[config.mk]
export PLATFORM = sky130hd
export DESIGN_NAME = lcs_sequencer
export DESIGN_NICKNAME = d
export VERILOG_FILES = /design/src/shared/lcs_pkg.sv /design/src/lcs_sequencer.sv
export VERILOG_INCLUDE_DIRS = /design/src /design/src/shared
export SDC_FILE = /design/constraint.sdc
export NUM_CORES = 2
export LEC_CHECK = 0
export ABC_CLOCK_PERIOD_IN_PS = 10700
export BUFFER_PORTS_ARGS = -buffer_cell sky130_fd_sc_hd__buf_2
export CAP_MARGIN = 30
export CORE_AREA = 2 2 553 555
export DETAILED_ROUTE_END_ITERATION = 7
export DIE_AREA = 0 0 555 557
export GPL_TIMING_DRIVEN = 1
export SLEW_MARGIN = 20
export SYNTH_ARGS = -nofsm -noshare
export SYNTH_HDL_FRONTEND = slang
export SYNTH_SLANG_ARGS = --single-unit
[constraint.sdc]
create_clock -name ref_clk -period 10.7 [get_ports ref_clk]
set_input_delay 1.605 -clock ref_clk [delete_from_list [all_inputs] [get_ports ref_clk]]
set_output_delay 1.605 -clock ref_clk [all_outputs]
set_load 0.02 [all_outputs]
[src/shared/lcs_defines.svh]
// register offsets, field positions, reset values and timing counts of the curing sequencer
`ifndef LCS_DEFINES_SVH
`define LCS_DEFINES_SVH
`define LCS_ADDR_CTRL     8'h00
`define LCS_ADDR_FAN      8'h04
`define LCS_ADDR_PADDR    8'h08
`define LCS_ADDR_PDATA    8'h0c
`define LCS_ADDR_STATUS   8'h10
`define LCS_BASE_POWER    4'h2
`define LCS_BASE_TIME     4'h3
`define LCS_CTRL_MODE     0
`define LCS_CTRL_GRP_LO   1
`define LCS_CTRL_GRP_HI   2
`define LCS_CTRL_START    8
`define LCS_CTRL_STOP     9
`define LCS_FAN_RST       8'h23
`define LCS_POWER_RST     8'h64
`define LCS_LINES         99
`define LCS_LAST_LINE     7'h62
`define LCS_PW_WAIT_HI    15
`define LCS_PW_OP_LO      16
`define LCS_PW_OP_HI      19
`define LCS_PW_ARG_LO     20
`define LCS_PW_ARG_HI     27
`define LCS_TICK_MS       100
`define LCS_CLK_MHZ       100
`define LCS_TICK_CYCLES   (`LCS_TICK_MS * 1000 * `LCS_CLK_MHZ)
`endif

[src/shared/lcs_pkg.sv]
// types shared by the curing sequencer
package lcs_pkg;
  typedef enum logic [2:0] {
    LCS_IDLE = 3'b001,
    LCS_WAIT = 3'b010,
    LCS_EXEC = 3'b100
  } lcs_seq_t;
  typedef enum logic [1:0] {
    LCS_GRP_SEPARATE = 2'h0,
    LCS_GRP_PAIRS    = 2'h1,
    LCS_GRP_ALL      = 2'h2
  } lcs_grp_t;
  typedef enum logic [3:0] {
    LCS_OP_NOP  = 4'h0,
    LCS_OP_LEON = 4'h1,
    LCS_OP_LEOF = 4'h2,
    LCS_OP_JUMP = 4'h3,
    LCS_OP_STOP = 4'h4
  } lcs_op_t;
  typedef enum logic {
    LCS_TRIG_STANDARD = 1'b0,
    LCS_TRIG_PULSE    = 1'b1
  } lcs_trig_t;
endpackage

[src/lcs_sequencer.sv]
// four-channel led curing control: triggers, grouping, fan threshold and program sequencer
//
// Function
// - trigger input mode selects standard or pulse behaviour for foot switch and controller input.
// - standard mode foot switch: time 0 holds while pressed; else press starts timed shot.
// - standard mode controller input: on while high, limited by set time when nonzero.
// - power or radiation time written to one channel copies to its whole group.
// - grouping: four separate (default), pairs 1+2 and 3+4, or all four together.
// - fan switches on while led temperature is above the threshold.
// - fan threshold is writable and resets to 35 degrees Celsius.
// - units without a fan never get the fan output.
// - program store holds 99 lines, one instruction each.
// - each line waits its own programmed time before its instruction executes.
// - start begins at line 1, then advances one line per completed instruction.
// - a stop request halts the program at any moment.
// - jump instructions move execution to another line so sections repeat.
// - a whole downloaded program is accepted line by line into the store.
// - the sequencer halts after executing line 99 unless that line holds a valid jump.
// - an instruction that cannot run is skipped and the next line follows.
//
// The strobed register port and the placing of the registers were decided locally.
`timescale 1ns/1ps
`include "lcs_defines.svh"
module lcs_sequencer #(
  parameter int TICK_CYCLES = `LCS_TICK_CYCLES
) (
  // clock and reset
  input  wire logic                 ref_clk,
  input  wire logic                 reset_n,
  // register port
  input  wire logic [7:0]           reg_addr,
  input  wire logic [31:0]          reg_wdata,
  input  wire logic                 reg_wr,
  input  wire logic                 reg_rd,
  output logic      [31:0]          reg_rdata,
  // triggers
  input  wire logic                 foot_switch,
  input  wire logic                 plc_in,
  // led units
  input  wire logic [3:0]           led_present,
  input  wire logic [3:0]           has_fan,
  input  wire logic [31:0]          led_temp,
  output logic      [3:0]           led_on,
  output logic      [31:0]          led_power,
  output logic      [3:0]           fan_on,
  output logic                      seq_running
);
  import lcs_pkg::*;

  logic        rst_q1;
  logic        rst_n;
  logic [31:0] tick_cnt;
  logic        tick;
  lcs_trig_t   trigger_input_mode;
  lcs_grp_t    channel_grouping;
  logic [7:0]  fan_on_threshold;
  logic [15:0] rad_time [4];
  logic [6:0]  prog_addr;
  logic [27:0] prog [`LCS_LINES];
  logic        foot_d;
  logic        plc_d;
  lcs_seq_t    state;
  logic [6:0]  line;
  logic [15:0] wait_cnt;
  logic [3:0]  seq_led;
  logic [27:0] cur;
  lcs_op_t     cur_op;
  logic [7:0]  cur_arg;
  logic        wr_start;
  logic        wr_stop;
  logic        last_line;

  // true when channel b shares the group of channel a
  function automatic logic in_group(lcs_grp_t g, logic [1:0] a, logic [1:0] b);
    case (g)
      LCS_GRP_PAIRS: in_group = (a[1] == b[1]);
      LCS_GRP_ALL:   in_group = 1'b1;
      default:       in_group = (a == b);
    endcase
  endfunction

  // reset release through two flops
  always_ff @(posedge ref_clk or negedge reset_n)
  begin
    if (!reset_n)
    begin
      rst_q1 <= 1'b0;
      rst_n  <= 1'b0;
    end
    else
    begin
      rst_q1 <= 1'b1;
      rst_n  <= rst_q1;
    end
  end

  // 100 ms time base shared by radiation and wait timers
  always_ff @(posedge ref_clk or negedge rst_n)
  begin
    if (!rst_n)
    begin
      tick_cnt <= 32'h0;
      tick     <= 1'b0;
    end
    else if (tick_cnt >= 32'(TICK_CYCLES - 1))
    begin
      tick_cnt <= 32'h0;
      tick     <= 1'b1;
    end
    else
    begin
      tick_cnt <= tick_cnt + 32'h1;
      tick     <= 1'b0;
    end
  end

  assign wr_start = reg_wr && reg_addr == `LCS_ADDR_CTRL && reg_wdata[`LCS_CTRL_START];
  assign wr_stop  = reg_wr && reg_addr == `LCS_ADDR_CTRL && reg_wdata[`LCS_CTRL_STOP];

  // configuration registers
  always_ff @(posedge ref_clk or negedge rst_n)
  begin
    if (!rst_n)
    begin
      trigger_input_mode <= LCS_TRIG_STANDARD;
      channel_grouping   <= LCS_GRP_SEPARATE;
      fan_on_threshold   <= `LCS_FAN_RST;
      prog_addr          <= 7'h0;
    end
    else if (reg_wr)
    begin
      case (reg_addr)
        `LCS_ADDR_CTRL:
        begin
          trigger_input_mode <= lcs_trig_t'(reg_wdata[`LCS_CTRL_MODE]);
          // unused grouping code 3 falls back to separate channels
          channel_grouping   <= (reg_wdata[`LCS_CTRL_GRP_HI:`LCS_CTRL_GRP_LO] == 2'h3) ? LCS_GRP_SEPARATE :
                                lcs_grp_t'(reg_wdata[`LCS_CTRL_GRP_HI:`LCS_CTRL_GRP_LO]);
        end
        `LCS_ADDR_FAN:   fan_on_threshold <= reg_wdata[7:0];
        `LCS_ADDR_PADDR: prog_addr <= reg_wdata[6:0];
        // auto-increment so a downloaded program streams in one word per line
        `LCS_ADDR_PDATA: prog_addr <= (prog_addr == `LCS_LAST_LINE) ? 7'h0 : prog_addr + 7'h1;
        default: ;
      endcase
    end
  end

  // program store, no reset: contents are defined only once loaded
  always_ff @(posedge ref_clk)
  begin
    if (reg_wr && reg_addr == `LCS_ADDR_PDATA && prog_addr <= `LCS_LAST_LINE)
      prog[prog_addr] <= reg_wdata[27:0];
  end

  // trigger input history for edge detection
  always_ff @(posedge ref_clk or negedge rst_n)
  begin
    if (!rst_n)
    begin
      foot_d <= 1'b0;
      plc_d  <= 1'b0;
    end
    else
    begin
      foot_d <= foot_switch;
      plc_d  <= plc_in;
    end
  end

  // per-channel settings, triggers and fan
  for (genvar c = 0; c < 4; c++)
  begin : g_ch
    logic        run;
    logic        from_plc;
    logic [15:0] rt_cnt;
    logic        time0;
    logic        foot_edge;
    logic        plc_edge;
    logic        expired;
    logic        level_on;

    assign time0     = (rad_time[c] == 16'h0);
    assign foot_edge = foot_switch && !foot_d;
    assign plc_edge  = plc_in && !plc_d;
    assign expired   = !time0 && rt_cnt >= rad_time[c];
    // time 0 in standard mode follows the inputs directly
    assign level_on  = trigger_input_mode == LCS_TRIG_STANDARD && time0 && (foot_switch || plc_in);

    // grouped writes: every channel in the writer's group takes the value
    always_ff @(posedge ref_clk or negedge rst_n)
    begin
      if (!rst_n)
      begin
        led_power[8*c +: 8] <= `LCS_POWER_RST;
        rad_time[c]         <= 16'h0;
      end
      else if (reg_wr && in_group(channel_grouping, reg_addr[3:2], 2'(c)))
      begin
        if (reg_addr[7:4] == `LCS_BASE_POWER)
          led_power[8*c +: 8] <= reg_wdata[7:0];
        else if (reg_addr[7:4] == `LCS_BASE_TIME)
          rad_time[c] <= reg_wdata[15:0];
      end
    end

    // timed shot: standard mode one shot per press, pulse mode toggles on each edge
    always_ff @(posedge ref_clk or negedge rst_n)
    begin
      if (!rst_n)
      begin
        run      <= 1'b0;
        from_plc <= 1'b0;
        rt_cnt   <= 16'h0;
      end
      else if (trigger_input_mode == LCS_TRIG_PULSE && run && (foot_edge || plc_edge || expired))
        run <= 1'b0;
      else if (run && (expired || (from_plc && !plc_in && trigger_input_mode == LCS_TRIG_STANDARD)))
        run <= 1'b0;
      else if (!run && (foot_edge || plc_edge) && (!time0 || trigger_input_mode == LCS_TRIG_PULSE))
      begin
        run      <= 1'b1;
        from_plc <= plc_edge && !foot_edge;
        rt_cnt   <= 16'h0;
      end
      else if (run && tick)
        rt_cnt <= rt_cnt + 16'h1;
    end

    // led drive merges trigger and program control
    always_ff @(posedge ref_clk or negedge rst_n)
    begin
      if (!rst_n)
        led_on[c] <= 1'b0;
      else
        led_on[c] <= run || level_on || seq_led[c];
    end

    // fan only for units fitted with one
    always_ff @(posedge ref_clk or negedge rst_n)
    begin
      if (!rst_n)
        fan_on[c] <= 1'b0;
      else
        fan_on[c] <= has_fan[c] && led_temp[8*c +: 8] > fan_on_threshold;
    end
  end

  assign cur       = prog[line];
  assign cur_op    = lcs_op_t'(cur[`LCS_PW_OP_HI:`LCS_PW_OP_LO]);
  assign cur_arg   = cur[`LCS_PW_ARG_HI:`LCS_PW_ARG_LO];
  assign last_line = (line == `LCS_LAST_LINE);

  // sequencer state, line pointer and wait counter
  always_ff @(posedge ref_clk or negedge rst_n)
  begin
    if (!rst_n)
    begin
      state    <= LCS_IDLE;
      line     <= 7'h0;
      wait_cnt <= 16'h0;
    end
    else if (wr_stop)
    begin
      state <= LCS_IDLE;
      line  <= 7'h0;
    end
    else
    begin
      case (state)
        LCS_IDLE:
          if (wr_start)
          begin
            state    <= LCS_WAIT;
            line     <= 7'h0;
            wait_cnt <= 16'h0;
          end
        LCS_WAIT:
          if (wait_cnt >= cur[`LCS_PW_WAIT_HI:0])
            state <= LCS_EXEC;
          else if (tick)
            wait_cnt <= wait_cnt + 16'h1;
        LCS_EXEC:
        begin
          wait_cnt <= 16'h0;
          if (cur_op == LCS_OP_STOP)
          begin
            state <= LCS_IDLE;
            line  <= 7'h0;
          end
          else if (cur_op == LCS_OP_JUMP && cur_arg >= 8'h1 && cur_arg <= 8'(`LCS_LINES))
          begin
            state <= LCS_WAIT;
            line  <= 7'(cur_arg - 8'h1);
          end
          else if (last_line)
          begin
            state <= LCS_IDLE;
            line  <= 7'h0;
          end
          else
          begin
            state <= LCS_WAIT;
            line  <= line + 7'h1;
          end
        end
        default:
        begin
          state <= LCS_IDLE;
          line  <= 7'h0;
        end
      endcase
    end
  end

  // program-driven leds; channels without a unit are skipped
  always_ff @(posedge ref_clk or negedge rst_n)
  begin
    if (!rst_n)
      seq_led <= 4'h0;
    else if (state == LCS_EXEC && cur_op == LCS_OP_LEON)
      seq_led <= seq_led | (cur_arg[3:0] & led_present);
    else if (state == LCS_EXEC && cur_op == LCS_OP_LEOF)
      seq_led <= seq_led & ~cur_arg[3:0];
  end

  // running flag for the outside world
  always_ff @(posedge ref_clk or negedge rst_n)
  begin
    if (!rst_n)
      seq_running <= 1'b0;
    else
      seq_running <= (state != LCS_IDLE);
  end

  // read data, valid only the cycle after the strobe
  always_ff @(posedge ref_clk or negedge rst_n)
  begin
    if (!rst_n)
      reg_rdata <= 32'h0;
    else if (!reg_rd)
      reg_rdata <= 32'h0;
    else if (reg_addr[7:4] == `LCS_BASE_POWER && reg_addr[1:0] == 2'h0)
      reg_rdata <= {24'h0, led_power[8*reg_addr[3:2] +: 8]};
    else if (reg_addr[7:4] == `LCS_BASE_TIME && reg_addr[1:0] == 2'h0)
      reg_rdata <= {16'h0, rad_time[reg_addr[3:2]]};
    else
    begin
      case (reg_addr)
        `LCS_ADDR_CTRL:   reg_rdata <= {29'h0, channel_grouping, trigger_input_mode};
        `LCS_ADDR_FAN:    reg_rdata <= {24'h0, fan_on_threshold};
        `LCS_ADDR_PADDR:  reg_rdata <= {25'h0, prog_addr};
        `LCS_ADDR_PDATA:  reg_rdata <= (prog_addr <= `LCS_LAST_LINE) ? {4'h0, prog[prog_addr]} : 32'h0;
        `LCS_ADDR_STATUS: reg_rdata <= {16'h0, fan_on, seq_led, state != LCS_IDLE, line};
        default:          reg_rdata <= 32'h0;
      endcase
    end
  end
endmodule

==> flow_summary.toml <==
[final_layout]
nets = 8747
finalNonFillerCells = 12810
area_growth_pct = 12.31
design_area_um2 = 155800
layout-drive-gt1-share = 0.2302
fill_cells = 24260

[grt]
overflow = 0
grt_max_degree = 170
antenna_found_initial = 32
grt_use_total = 0.3237
grt_pass1_vias = 90290
grt_pass1_wl_um = 704900

[sta]
max_slew_margin = 0.2337
rsz0062_at_grt = "no"
setup_viol = 0
fin_crit_sh = 0.6597
tns_ns = 0
finClkSkew_ns = 0.07525
layout_setup_ws_ns = 3.642
whs_ns = 0.3469
fin_crit_ns = 7.058
worstMarginPinSlew_ns = 1.135
fmax_mhz = 141.7
drv_slew = 0
finalHoldViolations = 0

[routing]
drcViolationCount = 0
initialDrtViolationCount = 15900
first_pass_iters = 7
wl_per_cell_um = 39.99
ant_nets = 0
viasPerCell = 7.282
wirelength_um = 512100
vias = 93250

[logic_synthesis]
synth_common_cells = "2772 x edfxtp_1, 1179 x a22oi_1, 782 x mux4_2"
synth_area_per_cell_um2 = 16.55
syn_inst = 8384
synth_area_um2 = 138800
synth_seq_cells = 3062
synth.most_common_cell = "edfxtp_1"
ys_top_cells_by_area = "edfxtp_1 60%, mux4_2 13%, a22oi_1 6.4%"
synth-edff-count = 2772
synth_warnings = 0
synth.distinct_cells = 82
yosys.area.top_type = "edfxtp_1"
synth_top_cell_area_share = 0.5999
synthFlopType = "edfxtp_1"
synth-seq-area-share = 0.6523
async_reset_ff_frac = 0.09471

[status]
status = "finished clean"

[die]
die_w_um = 555
start_util = 0.4564
num_io_pins = 159
die_y_um = 557
die_area_um2 = 309100
num_rows = 203
core_region_area_um2 = 304000

[clock_network]
postCtsHoldBufs = 0
cts_max_level = 5
cts.reportedPaths.clkPinSlew_ns = 0.06
cts.path.max_buffers = 4
clock_sinks = 3062
tritoncts = "built"
cts_buffers = 326
cts.repair.resized = 0
postCtsSetupBuffers = 0
cts_root_buffer = "clkbuf_16"
clock_latency_ns = 0.93

[placed_design]
gp_congestion = 0.9187
place_area_um2 = 145300
portBuffers = 150
dp_hpwl_um = 300600
post-place-ws_ns = 3.720
place_inst = 12190

[worst_setup_path]
worstSetupPathType = "flop to flop"
cp.required_ns = 11.43
cp.arrival_ns = 7.79
end_kind = "flop"
worstPathMaxFanout = 95
cp-start-kind = "flop"

[min_path]
hold_path.class = "flop to flop"

[pwr]
p_leak_nw = 47.90
ir_drop_mv = 0.1399
power_density_nw_per_um2 = 169.5

[run]
maxCapViolCount = 0
[power by group]
part / leakage (nW) / internal, mW / switching (mW)
registers: 28.7 / 13.2 / 0.156
logic: 14.2 / 0.612 / 1.49
clock network: 5.00 / 6.21 / 4.79
[per-layer routing]
layer	vias to the layer above	share of wire	track usage
li1	35990	-	-
met1	47800	0.36	0.4308
met2	7884	0.44	0.4808
met3	1550	0.13	0.07698
met4	26	0.075	0.2036
met5	-	0.00037	0
[final timing paths]
kind                         start  slack (ns)  cells after the start           endpoint
max                        line[0]        3.64                     16        wait_cnt[7]
min reg2reg                 rst_q1        0.35                      0              rst_n
max reg2reg                line[0]        3.64                     16        wait_cnt[7]
min                         rst_q1        0.35                      0              rst_n
min in group asynchronous    rst_n        0.41                      1  g_ch[3].rt_cnt[4]
max in group asynchronous    rst_n        8.44                      2            line[5]
[cells by family after synthesis]
group / after synthesis / synth area share
AO/OA/AOI/OAI: 2236 / 0.1195
XOR/XNOR: 77 / 0.004860
adder cells (fa/ha/maj): 126 / 0.01136
buffers and inverters: 783 / 0.02512
flip-flops: 3062 / 0.6523
multiplexers: 1069 / 0.1503
other: 2 / 0.00005412
AND/OR/NAND/NOR: 1029 / 0.03644
[placed cells by master, fill, tap and decap left out, types with 146 or more instances in the layout]
master	netlist	final
a22oi_1	1179	1179
a41oi_1	148	148
buf_4	26	287
clkbuf_16	0	332
dfrtp_1	274	262
edfxtp_1	2772	2772
mux2i_1	146	146
mux4_2	782	782
nand2_1	222	212
nand4_1	179	179
nor2_1	298	195
o21ai_0	166	164
[flip-flops by register name, indices dropped and copies added, names as in the netlist, 7 cells and up]
name / count
fan_on_threshold: 8
g_ch.rt_cnt: 64
led_power: 32
line: 7
prog: 2772
prog_addr: 7
rad_time: 64
reg_rdata: 28
tick_cnt: 32
wait_cnt: 16
[stage by stage]
stage / power [mW] / util
CTS: 26.42 / 0.5114
floorplan: 14.55 / -
finish: 26.41 / 0.5126
global route: 27.04 / 0.5125
global placement: 15.53 / 0.4770
detailed placement: 15.59 / 0.4779
[worst max-delay path: stages (launching register included)]
cell	delay, ns
dfrtp_4	0.95
buf_12	0.61
buf_4	0.65
mux4_2	0.59
mux4_2	0.45
mux4_2	0.55
mux2i_1	0.55
ha_1	0.38
a21o_1	0.19
a21o_1	0.17
a221oi_1	0.39
o21a_1	0.21
o211a_1	0.28
nor2_1	0.14
nor4bb_1	0.39
xnor2_1	0.16
nor2_1	0.05
[cell type report]
| type | count | area [µm²] | share of cell area |
|---|---|---|---|
| inverter | 118 | 442.9 | 0.002842 |
| timing repair buffer | 477 | 3954 | 0.02537 |
| antenna | 17 | 42.54 | 0.0002730 |
| clock buffer | 389 | 8596 | 0.05516 |
| multi-input combinational | 4550 | 45680 | 0.2931 |
| tap | 3997 | 5001 | 0.03209 |
| clock inverter | 195 | 1577 | 0.01012 |
| sequential | 3062 | 90550 | 0.5811 |
Power figures use the tool's default switching activity.
